$ cat config.mk
export PLATFORM = sky130hd
export DESIGN_NAME = dllsw_core
export DESIGN_NICKNAME = d
export VERILOG_FILES = /design/src/hw/dllsw_pkg.sv /design/src/hw/dllsw_core.sv
export VERILOG_INCLUDE_DIRS = /design/src /design/src/hw
export SDC_FILE = /design/constraint.sdc
export NUM_CORES = 1
export LEC_CHECK = 0
export ABC_AREA = 1
export BUFFER_PORTS_ARGS = -buffer_cell sky130_fd_sc_hd__buf_2
export CORE_MARGIN = 1.5
export CORE_UTILIZATION = 56
export CTS_BUF_LIST = sky130_fd_sc_hd__clkbuf_4 sky130_fd_sc_hd__clkbuf_8
export CTS_CLUSTER_SIZE = 40
export DETAILED_ROUTE_END_ITERATION = 7
export PLACE_DENSITY = 0.89
export SETUP_SLACK_MARGIN = 0.3
export SLEW_MARGIN = 40
export SYNTH_ARGS = -nofsm -noshare
export SYNTH_HDL_FRONTEND = slang
export SYNTH_SLANG_ARGS = --single-unit
$ cat constraint.sdc
create_clock -name clk_sys -period 2.16 [get_ports clk_sys]
set_input_delay 0.324 -clock clk_sys [delete_from_list [all_inputs] [get_ports clk_sys]]
set_output_delay 0.324 -clock clk_sys [all_outputs]
set_load 0.01 [all_outputs]
$ cat src/hw/dllsw_params.svh
// Constants for the DLL switch, frequency change and write-leveling feedback block.
// Assumes the controller-side clock domain clk_sys at 20 MHz and a plain register port.
// Function
// - MR1 A0 high disables the DLL until written back low.
// - Device ignores clock after self-refresh entry plus tCKSRE; new clock in range.
// - In leveling, sample clock on strobe rising edge and return it on data.
// - Each byte lane has its own feedback: DQ0 lower lane, DQ8 upper lane.
// - MR1 A7 high enters write leveling; low leaves it.
`ifndef DLLSW_PARAMS_SVH
`define DLLSW_PARAMS_SVH

// Register indices on the plain port
`define DLLSW_REG_CTRL 4'h0
`define DLLSW_REG_STATUS 4'h1
`define DLLSW_REG_LOCKCFG 4'h2

// Mode register field positions
`define DLLSW_MR1_DLL_OFF_BIT 0
`define DLLSW_MR1_WLEV_BIT 7
`define DLLSW_MR0_DLL_RST_BIT 8

// Mode register select codes
`define DLLSW_MRS_MR0 2'h0
`define DLLSW_MR1_SEL 2'h1

// DLL lock time in clock cycles (default)
`define DLLSW_DLLK_CYCLES 16'h0200
// Clock-ignore delay after self-refresh entry, in ns, and derived cycles
`define DLLSW_CKSRE_NS 10
`define DLLSW_CLK_NS 50
`define DLLSW_CKSRE_CYC ((`DLLSW_CKSRE_NS + `DLLSW_CLK_NS - 1) / `DLLSW_CLK_NS)

`endif

$ cat src/hw/dllsw_pkg.sv
// Types for the DLL switch block.
// Assumes dllsw_params.svh supplies the numeric constants.
package dllsw_pkg;
  typedef enum logic [1:0] {
    DLLSW_PWR_ACTIVE,
    DLLSW_PWR_SELF_REFRESH,
    DLLSW_PWR_PRE_PD
  } dllsw_pwr_e;

  typedef enum logic [1:0] {
    DLLSW_DLL_OFF,
    DLLSW_DLL_RELOCK,
    DLLSW_DLL_LOCKED
  } dllsw_dll_e;
endpackage

$ cat src/hw/dllsw_core.sv
// DRAM-side DLL state, clock-ignore tracking and write-leveling feedback.
// Assumes decoded mode writes and power-state events from the command decoder,
// and strobe pairs already resolved to single-ended levels synchronous to clk_sys.
`timescale 1ns/1ps
`include "dllsw_params.svh"
module dllsw_core #(
  parameter logic [15:0] DLLK_CYCLES = `DLLSW_DLLK_CYCLES
) (
  // Clock and reset
  input wire logic clk_sys,
  input wire logic arst_n,
  // Decoded command events
  input wire logic mrs_strobe,
  input wire logic [1:0] mrs_select,
  input wire logic [15:0] mrs_value,
  input wire logic sr_enter,
  input wire logic sr_exit,
  input wire logic pd_enter,
  input wire logic pd_exit,
  // Differential clock and strobes
  input wire logic ck_level,
  input wire logic lower_lane_strobe_pair,
  input wire logic upper_lane_strobe_pair,
  // Leveling feedback on the data bus
  output logic dq0_out,
  output logic dq0_oe,
  output logic dq8_out,
  output logic dq8_oe,
  // Register port
  input wire logic [3:0] reg_addr,
  input wire logic [31:0] reg_wdata,
  input wire logic reg_wr,
  input wire logic reg_rd,
  output logic [31:0] reg_rdata,
  // Status
  output logic dll_disabled,
  output logic wlev_active,
  output logic clk_ignored
);

  logic dll_off;
  logic wlev;
  dllsw_pkg::dllsw_pwr_e pwr;
  dllsw_pkg::dllsw_dll_e dll_st;
  logic [15:0] lock_cnt;
  logic [15:0] lock_cfg;
  logic [7:0] cksre_cnt;
  logic ignore;
  logic lstb_q;
  logic ustb_q;
  logic [15:0] mr1_shadow;
  logic [7:0] sample_count;

  function automatic logic rising(input logic now, input logic prev);
    rising = now & ~prev;
  endfunction

  // Mode register 1 holds both DLL-off and leveling enable
  always_ff @(posedge clk_sys or negedge arst_n) begin
    if (!arst_n) begin
      dll_off <= 1'b0;
      wlev <= 1'b0;
      mr1_shadow <= 16'h0000;
    end else if (mrs_strobe && mrs_select == `DLLSW_MR1_SEL) begin
      dll_off <= mrs_value[`DLLSW_MR1_DLL_OFF_BIT];
      wlev <= mrs_value[`DLLSW_MR1_WLEV_BIT];
      mr1_shadow <= mrs_value;
    end
  end

  // Power state for clock-change windows
  // Entry pulses count only from the active state; other states wait for their exit
  always_ff @(posedge clk_sys or negedge arst_n) begin
    if (!arst_n) begin
      pwr <= dllsw_pkg::DLLSW_PWR_ACTIVE;
    end else begin
      case (pwr)
        dllsw_pkg::DLLSW_PWR_ACTIVE: begin
          if (sr_enter) begin
            pwr <= dllsw_pkg::DLLSW_PWR_SELF_REFRESH;
          end else if (pd_enter) begin
            pwr <= dllsw_pkg::DLLSW_PWR_PRE_PD;
          end
        end
        dllsw_pkg::DLLSW_PWR_SELF_REFRESH: begin
          if (sr_exit) begin
            pwr <= dllsw_pkg::DLLSW_PWR_ACTIVE;
          end
        end
        default: begin
          if (pd_exit) begin
            pwr <= dllsw_pkg::DLLSW_PWR_ACTIVE;
          end
        end
      endcase
    end
  end

  // Clock becomes don't-care once tCKSRE passes after entry
  // The counter saturates, so a long stay in a low-power state cannot wrap it
  always_ff @(posedge clk_sys or negedge arst_n) begin
    if (!arst_n) begin
      cksre_cnt <= 8'h00;
      ignore <= 1'b0;
    end else if (pwr == dllsw_pkg::DLLSW_PWR_ACTIVE) begin
      cksre_cnt <= 8'h00;
      ignore <= 1'b0;
    end else if (cksre_cnt >= 8'(`DLLSW_CKSRE_CYC)) begin
      ignore <= 1'b1;
    end else begin
      cksre_cnt <= cksre_cnt + 8'h01;
    end
  end

  // DLL relock after reset; a clock change while the DLL runs forces relock
  always_ff @(posedge clk_sys or negedge arst_n) begin
    if (!arst_n) begin
      dll_st <= dllsw_pkg::DLLSW_DLL_OFF;
      lock_cnt <= 16'h0000;
    end else if (dll_off) begin
      // A0 set overrides any reset command or clock event
      dll_st <= dllsw_pkg::DLLSW_DLL_OFF;
      lock_cnt <= 16'h0000;
    end else if (mrs_strobe && mrs_select == `DLLSW_MRS_MR0
                 && mrs_value[`DLLSW_MR0_DLL_RST_BIT]) begin
      dll_st <= dllsw_pkg::DLLSW_DLL_RELOCK;
      lock_cnt <= lock_cfg;
    end else if (dll_st == dllsw_pkg::DLLSW_DLL_RELOCK) begin
      if (lock_cnt == 16'h0000) begin
        dll_st <= dllsw_pkg::DLLSW_DLL_LOCKED;
      end else begin
        lock_cnt <= lock_cnt - 16'h0001;
      end
    end else if (ignore) begin
      // The clock may have moved while ignored, so the old lock is not trusted
      dll_st <= dllsw_pkg::DLLSW_DLL_RELOCK;
      lock_cnt <= lock_cfg;
    end
  end

  // Strobe edge detection
  // Idle strobe level is low, so the reset value leaves no false edge
  always_ff @(posedge clk_sys or negedge arst_n) begin
    if (!arst_n) begin
      lstb_q <= 1'b0;
      ustb_q <= 1'b0;
    end else begin
      lstb_q <= lower_lane_strobe_pair;
      ustb_q <= upper_lane_strobe_pair;
    end
  end

  // Per-lane feedback: sampled clock returned on the prime bit of each lane.
  // Sampling at clk_sys granularity trades edge precision for a fully synchronous design.
  always_ff @(posedge clk_sys or negedge arst_n) begin
    if (!arst_n) begin
      dq0_out <= 1'b0;
      dq8_out <= 1'b0;
      dq0_oe <= 1'b0;
      dq8_oe <= 1'b0;
      sample_count <= 8'h00;
    end else if (wlev) begin
      dq0_oe <= 1'b1;
      dq8_oe <= 1'b1;
      if (rising(lower_lane_strobe_pair, lstb_q)) begin
        dq0_out <= ck_level;
        sample_count <= sample_count + 8'h01;
      end
      if (rising(upper_lane_strobe_pair, ustb_q)) begin
        dq8_out <= ck_level;
      end
    end else begin
      dq0_oe <= 1'b0;
      dq8_oe <= 1'b0;
      dq0_out <= 1'b0;
      dq8_out <= 1'b0;
    end
  end

  // Register port
  always_ff @(posedge clk_sys or negedge arst_n) begin
    if (!arst_n) begin
      lock_cfg <= DLLK_CYCLES;
    end else if (reg_wr && reg_addr == `DLLSW_REG_LOCKCFG) begin
      lock_cfg <= reg_wdata[15:0];
    end
  end

  always_ff @(posedge clk_sys or negedge arst_n) begin
    if (!arst_n) begin
      reg_rdata <= 32'h00000000;
    end else if (reg_rd) begin
      // Unmapped indices read as zero rather than aliasing a real register
      if (reg_addr == `DLLSW_REG_CTRL) begin
        reg_rdata <= {16'h0000, mr1_shadow};
      end else if (reg_addr == `DLLSW_REG_STATUS) begin
        reg_rdata <= {sample_count, 8'h00, 8'h00, 1'b0, ignore, pwr, dll_st, wlev, dll_off};
      end else if (reg_addr == `DLLSW_REG_LOCKCFG) begin
        reg_rdata <= {16'h0000, lock_cfg};
      end else begin
        reg_rdata <= 32'h00000000;
      end
    end else begin
      reg_rdata <= 32'h00000000;
    end
  end

  // Status outputs
  // They lag the internal state by one cycle so that every pin comes from a flop
  always_ff @(posedge clk_sys or negedge arst_n) begin
    if (!arst_n) begin
      dll_disabled <= 1'b0;
      wlev_active <= 1'b0;
      clk_ignored <= 1'b0;
    end else begin
      dll_disabled <= dll_off;
      wlev_active <= wlev;
      clk_ignored <= ignore;
    end
  end

endmodule

; ---- Word level (Yosys, flattened, before mapping)
; Index checks and enable logic that the tools add are counted.
[totals]
register_bits = 111
in_bits = 66
out_inout_bits = 39
[op_classes]
addsub = 3
magnitude_cmp = 1
eq_ne = 12
mux = 28
n_bitwise = 4
reduce_logical = 15
[op_table]
columns = cell, count
row1 = two-way mux 16 bit, 6
row2 = two-way mux 32 bit, 3
row3 = two-way mux 2 bit, 9
row4 = adder 8 x 1 -> 8 bit (second input constant), 2
row5 = logical NOT 16 bit, 1
row6 = two-way mux 8 bit, 2
row7 = subtractor 16 x 1 -> 16 bit (second input constant), 1
row8 = >= comparator 8 x 1 -> 1 bit (second input constant), 1
row9 = two-way mux 1 bit, 7
row10 = == test 2 x 1 -> 1 bit (second input constant), 3
row11 = AND reduction 2 bit, 3
row12 = == test 4 x 1 -> 1 bit (second input constant), 1
row13 = == test 4 x 2 -> 1 bit (second input constant), 1
row14 = logical AND 1 bit, 4
row15 = logical NOT 2 bit, 2
row16 = logical NOT 4 bit, 1
row17 = != test 2 x 1 -> 1 bit (second input constant), 2
row18 = != test 2 bit (second input constant), 2
row19 = != test 4 x 3 -> 1 bit (second input constant), 1
row20 = != test 4 bit (second input constant), 1
row21 = one-hot mux 2 bit (2 select lines), 1
row22 = nonzero test 4 bit, 1
row23 = != test 3 bit (second input constant), 1
row24 = AND reduction 3 bit, 1
row25 = 4 further kinds, 6

; ---- Logic depth before layout (Yosys ltp)
; Gate-level depths: netlist of the first run.
[logic_depth]
ltp_word = 5
mapped_depth = 10

; ---- Worst setup path before layout of the first run
; OpenSTA, ideal clock, no wires.
[synth_path]
kind = register to register
from = register lock_cnt[0]
to = register lock_cnt[11]
arrival_ns = 1.461
required_time_ns = 2.044
path_slack_ns = 0.583
path_stages_with_launch = 11
synth_period_minus_slack_ns = 1.577
cell_sequence = dfrtp_1 inv_1 ha_1 nand3_2 nor2_4 nand4_4 nand2_4 inv_4 buf_6 nand2_1 nand2_1
[synth_via]
elab_chain_len = 5
elab_cells_between_ends = 8
classes_between = 1 x add/sub / 1 x eq/ne / 4 x mux / 2 x reduce/logical
[synth_lines]
columns = element, line
row1 = start: declaration, dllsw_core.sv:45  ; logic [15:0] lock_cnt;
row2 = start signal: assignment, dllsw_core.sv:127  ; lock_cnt <= lock_cfg;
row3 = start signal: assignment, dllsw_core.sv:132  ; lock_cnt <= lock_cnt - 16'h0001;
row4 = start signal: assignment, dllsw_core.sv:137  ; lock_cnt <= lock_cfg;
row5 = subtractor 16 x 1 -> 16 bit, dllsw_core.sv:132
row6 = two-way mux 16 bit, dllsw_core.sv:129  ; if (lock_cnt == 16'h0000) begin
row7 = two-way mux 16 bit, dllsw_core.sv:128  ; end else if (dll_st == dllsw_pkg::DLLSW_DLL_RELOCK) begin
row8 = two-way mux 16 bit, dllsw_core.sv:124  ; end else if (mrs_strobe && mrs_select == `DLLSW_MRS_MR0
row9 = two-way mux 16 bit, dllsw_core.sv:120  ; end else if (dll_off) begin
; Parallel ways exist; a longest one is shown, timed or not. The select of a mux whose other input is x is not followed.
; A chain may end at the register's enable or synchronous reset.

; ---- Worst setup path in the final report of the first run
[layout_path]
from = register lock_cnt[0]
to = register lock_cnt[1]
; The elaborated chain is that of the path after synthesis.

==> metrics.yaml, run 1 <==
run_status:
  status: "finished, final reports clean"
clock_tree:
  clk_latency_ns: 0.38
  root_buffer: "clkbuf_8"
  cts_tree: "yes"
  cts_num_sinks: 100
  h-tree-depth: 3
  cts_buffers: 9
  clock_path_buffers: 2
  clk_pin_slew_ns: 0.11
logic_synthesis:
  syn_inst: 534
  yosys_warnings: 0
  synthTopCellsByArea: "dfrtp_1 53%, nand2_1 10%, nor2_1 5.4%"
  synth.distinct_cells: 34
  synth_top_area_cell: "dfrtp_1"
  synth_top_area_frac: 0.531
  synth_seq_area_share: 0.537
  ys_ff_latch: 100
  avgSynthCellArea_um2: 8.73
  synth_area_um2: 4660
timing:
  setup_violations: 0
  worst_hold_slack_ns: 0.0581
  fin_crit_ns: 1.77
  clock_skew_ns: 0.0117
  slew_violations: 0
  tns_ns: 0
  fmax_mhz: 565
  fin_ws_ns: 0.389
  rsz0062_at_grt: "no"
  finalCritPeriodShare: 0.820
  final-hold-violation-count: 0
cells_and_area:
  final_nets: 697
  antenna_cells: 0
  post_route_cells_drive_above_1_share: 0.238
  fin_util: 0.665
  fill_cells: 642
  areaGrowthSynthToFinish_pct: 16.1
route:
  drt_wl_total_um: 10400
  antenna_left: 0
  wl_per_cell_um: 14.2
  drc: 0
  met2_length_um: 5270
  highest_layer: "met4"
  wl_met3_um: 454
  met1_length_um: 4490
  routed_via_density: 5.19
  firstDrtPassIters: 5
  vias: 3821
  drt_iter0_drc: 321
pwr:
  leakage_nw: 2.90
  powerDensity_nw_per_um2: 1100
  power_mw: 5.97
  vdd_ir_drop_max_v: 0.000503
floorplan:
  die_area_um2: 8880
  dieWidth_um: 94.3
  core_area_um2: 8130
  die_y_um: 94.3
  ios: 105
  num_rows: 33
  start_util: 0.573
global_routing:
  grt_pass1_vias: 3797
  grt_pass1_wl_um: 17700
  grt-ovfl-total: 0
  antenna_found_initial: 0
  grt_util_all_layers: 0.260
  grt_max_degree: 49
worst_setup_path:
  crit_arrival_ns: 2.02
  path_class: "reg2reg"
  worst-r2r-setup-slack_ns: 0.39
  critPathMaxFanout: 17
  startpoint_type: "flip-flop"
  crit_required_ns: 2.41
  cp-end-kind: "flip-flop"
min_path:
  min_path_type: "in2reg"
flow_run:
  cap_violations: 0
placed_design:
  numPortBuffers: 80
  pre_cts_ws_ns: 0.355
  gp_congestion: 0.876
  dp_hpwl_um: 7580
metrics by stage:
stage                     area, um2  std cells
final                          5410        736
after global routing           5410        736
after CTS                      5370        733
after detailed placement       5180        716
after global placement         5180        716
after floorplan                4690        541
where the power goes:
group	total [mW]	switching (mW)	internal [mW]
Sequential	2.61	0.345	2.26
Clock	1.13	0.694	0.438
Combinational	2.23	1.40	0.831
Total	5.97	2.44	3.53
cells in the final DEF, fill, tap and decap left out, types with 2 or more instances in the layout:
master,netlist,layout
nor2_4,2,3
dfrtp_1,99,99
buf_2,7,79
nand4_4,2,2
nand3_1,29,29
nand2_1,128,128
nor3_1,4,4
ha_1,5,5
clkbuf_8,0,9
inv_6,0,3
o21ai_0,23,23
nor2_1,67,67
nor2_2,9,8
o22ai_1,3,3
a21oi_1,34,34
nand2_2,2,2
nand4_1,3,3
inv_1,59,59
inv_2,3,3
clkinv_2,0,2
conb_1,1,8
mux2_2,19,19
clkinv_1,2,2
o21ai_1,4,4
xor2_1,8,8
buf_4,10,12
area by class of cell:
class                           instances  area [um2]  share of cell area
Clock buffer                            9         124              0.0229
Clock inverter                          7        56.3              0.0104
Timing Repair Buffer                   93         515              0.0952
Inverter                               65         246              0.0455
Multi-Input combinational cell        357        1840               0.339
Sequential cell                       100        2500               0.463
Tap cell                              105         131              0.0243
metal layers:
metal,up-vias,track usage
met5,-,0
met4,0,0.108
met3,18,0.0574
met2,123,0.418
met1,1824,0.339
li1,1856,-
flip-flops by register name, summed over array words and instances, names as in the netlist, 2 cells and up:
name	cells
dll_st	2
pwr	2
lock_cnt	16
reg_rdata	24
sample_count	8
lock_cfg	16
cksre_cnt	8
mr1_shadow	16
cells by family (layout without fill, tap and decap cells):
kind of cell	after synthesis	in the layout	synth area share
and+or+nand+nor	249	249	0.231
DFF	100	100	0.537
buffers and inverters	84	174	0.0797
AOI/OAI and AO/OA	66	66	0.0730
muxes	20	20	0.0483
xor gates and xnor gates	9	9	0.0169
adders and majority gates	5	5	0.0134
other	1	8	0.000804
cell usage after synthesis, drive strengths merged:
cell	n
o22ai	3
dfrtp	99
clkbuf	1
buf	18
nor2	78
mux2	20
nand2	131
nand4	5
a21oi	34
conb	1
nor3	4
nand3	30
inv	63
clkinv	2
dfstp	1
nor4	1
xor2	8
ha	5
o21bai	1
o21ai	28
xnor2	1
path summary, 6_finish.rpt:
check,startpoint,to,cells past startpoint
max,lock_cnt[0],lock_cnt[1],9
min,lower_lane_strobe_pair,lstb_q,1
max reg2reg,lock_cnt[0],lock_cnt[1],9
min reg2reg,ignore,clk_ignored,0
max in group asynchronous,arst_n,lock_cnt[10],3
min in group asynchronous,arst_n,dq0_out,2
worst max-delay path, cell delays in order (launching register included):
cell and delay [ns]:
dfrtp_1 0.39, inv_1 0.10, ha_1 0.25, nand3_4 0.14
nor2_4 0.16, nand4_4 0.20, nand2_8 0.16, inv_4 0.10
nand2_1 0.07, o21ai_0 0.08
what timing repair did:
action                                 CTS  global route
endpoints found under the hold margin   28             0
resized for setup                        1             2
buffers inserted                         0             3
setup endpoints to repair                1            14
hold buffers                             1             0
pin swaps                                0             1
Power figures use the tool's default switching activity.
==> run 2: changes to the inputs <==
- clock period: 2.16 -> 1.8 ns (I/O delays scaled with it)
==> metrics.yaml, run 2 (synthesis gave the netlist of run 1 again) <==
clock_tree:
  h-tree-depth: 3  # unchanged
  clock_path_buffers: 2  # unchanged
  cts_tree: "yes"  # unchanged
  clk_latency_ns: 0.37  # was 0.38 ns
  cts_buffers: 9  # unchanged
  root_buffer: "clkbuf_8"  # unchanged
  clk_pin_slew_ns: 0.10  # was 0.11 ns
  cts_num_sinks: 100  # unchanged
worst_setup_path:
  crit_required_ns: 2.05  # was 2.41 ns
  crit_arrival_ns: 1.84  # was 2.02 ns
  startpoint_type: "flip-flop"  # unchanged
  path_class: "reg2reg"  # unchanged
  cp-end-kind: "flip-flop"  # unchanged
  critPathMaxFanout: 5  # was 17
route:
  wl_per_cell_um: 15.4  # was 14.2 um
  firstDrtPassIters: 5  # unchanged
  drt_iter0_drc: 351  # was 321
  drc: 0  # unchanged
  routed_via_density: 5.46  # was 5.19
  vias: 4092  # was 3821
  drt_wl_total_um: 11600  # was 10400 um
  antenna_left: 0  # unchanged
floorplan:
  ios: 105  # unchanged
  num_rows: 33  # unchanged
  dieWidth_um: 94.3  # unchanged
  die_area_um2: 8880  # unchanged
  core_area_um2: 8130  # unchanged
  start_util: 0.573  # unchanged
  die_y_um: 94.3  # unchanged
timing:
  finalCritPeriodShare: 0.884  # was 0.820
  rsz0062_at_grt: "yes"  # was no
  setup_violations: 0  # unchanged
  tns_ns: 0  # unchanged
  slew_headroom: 0.630
  fin_ws_ns: 0.209  # was 0.389 ns
  fmax_mhz: 628  # was 565 MHz
  worst_hold_slack_ns: 0.0253  # was 0.0581 ns
  slew_violations: 0  # unchanged
  fin_crit_ns: 1.59  # was 1.77 ns
  clock_skew_ns: 0.0145  # was 0.0117 ns
  worstMarginPinSlew_ns: 0.555
  final-hold-violation-count: 0  # unchanged
cells_and_area:
  areaGrowthSynthToFinish_pct: 20.7  # was 16.1%
  top_register: "reg_rdata"  # unchanged
  post_route_cells_drive_above_1_share: 0.298  # was 0.238
  final_cell_mix: "122 x nand2_1, 98 x dfrtp_1, 79 x buf_2"  # was 128 x nand2_1, 99 x dfrtp_1, 79 x buf_2
  largest_reg_flops: 24  # unchanged
  antenna_cells: 0  # unchanged
  final_nets: 711  # was 697
  final_common_cell: "nand2_1"  # unchanged
  fill_cells: 566  # was 642
placed_design:
  numPortBuffers: 80  # unchanged
  pre_cts_ws_ns: 0.0315  # was 0.355 ns
  dp_hpwl_um: 7840  # was 7580 um
  gp_congestion: 0.906  # was 0.876
pwr:
  leakage_nw: 2.99  # was 2.90 nW
  vdd_ir_drop_max_v: 0.000893  # was 0.000503 V
  powerDensity_nw_per_um2: 1370  # was 1100 nW/um2
  p_comb_frac: 0.413  # was 0.374
  power_mw: 7.71  # was 5.97 mW
  clockPowerShare: 0.175  # was 0.190
  p_sw_mw: 3.26  # was 2.44 mW
  p_int_mw: 4.46  # was 3.53 mW
  swShare: 0.422  # was 0.409
  sequentialPowerShare: 0.412  # was 0.436
global_routing:
  grt-ovfl-total: 0  # unchanged
  grt_max_degree: 41  # was 49
  antenna_found_initial: 0  # unchanged
  grt_pass1_wl_um: 17800  # was 17700 um
  grt_pass1_vias: 3864  # was 3797
  grt_util_all_layers: 0.260  # about the same
run_status:
  status: "finished, final reports clean"  # unchanged
min_path:
  min_path_type: "in2reg"  # unchanged
flow_run:
  cap_violations: 0  # unchanged
## run 2: critical path: stages, from the launching register on
cell     delay, ns
dfrtp_1       0.41
inv_2         0.10
ha_4          0.15
nand3_4       0.11
nor2_4        0.18
nand3_2       0.15
nand2_1       0.10
nand3_1       0.09
nand2_1       0.08
nand2_1       0.08
## run 2: final timing paths
kind	startpoint	end	slack (ns)	depth (start not counted)
setup / recovery	lock_cnt[0]	lock_cnt[12]	0.21	9
hold / removal	lower_lane_strobe_pair	lstb_q	0.03	1
setup reg to reg	lock_cnt[0]	lock_cnt[12]	0.21	9
hold reg to reg	ignore	clk_ignored	0.40	0
max in group asynchronous	arst_n	reg_rdata[14]	0.68	3
min in group asynchronous	arst_n	cksre_cnt[4]	0.42	2
## run 2: per-stage QoR
stage	instance area [um2]	cells	utilization
final	5630	750	0.692
after CTS	5490	741	0.675
after global placement	5220	719	0.642
after detailed placement	5220	719	0.642
after floorplan	4710	541	-
after global routing	5630	750	0.692
## run 2: power groups by stage
stage | sequential, mW | clock [mW] | combinational, mW
final | 3.18 | 1.35 | 3.19
after global routing | 3.22 | 1.48 | 3.47
after CTS | 3.13 | 1.37 | 2.71
after detailed placement | 3.16 | 0 | 2.54
after global placement | 3.13 | 0 | 2.43
after floorplan | 3.07 | 0 | 1.93
## run 2: metal layers
layer  up-vias  global-route usage  wire length (um)
li1       1882                   -                 -
met5         -                   0                 0
met3        53              0.0526               822
met4         0               0.106               438
met2       205               0.436              5750
met1      1952               0.329              4550
## run 2: layout make-up
type / instances / area, um2 / share of cell area
Sequential cell: 100 / 2500 / 0.445
Multi-Input combinational cell: 357 / 1930 / 0.343
Timing Repair Buffer: 107 / 624 / 0.111
Inverter: 65 / 251 / 0.0447
Clock buffer: 11 / 139 / 0.0247
Tap cell: 105 / 131 / 0.0233
Clock inverter: 5 / 45.0 / 0.00800
## run 2: timing repair
action,in CTS,in global routing
endpoints found under the setup margin,18,22
resized for setup,10,27
buffers inserted,5,9
hold buffers,1,0
hold endpoints to repair,35,0
pin swaps,5,7
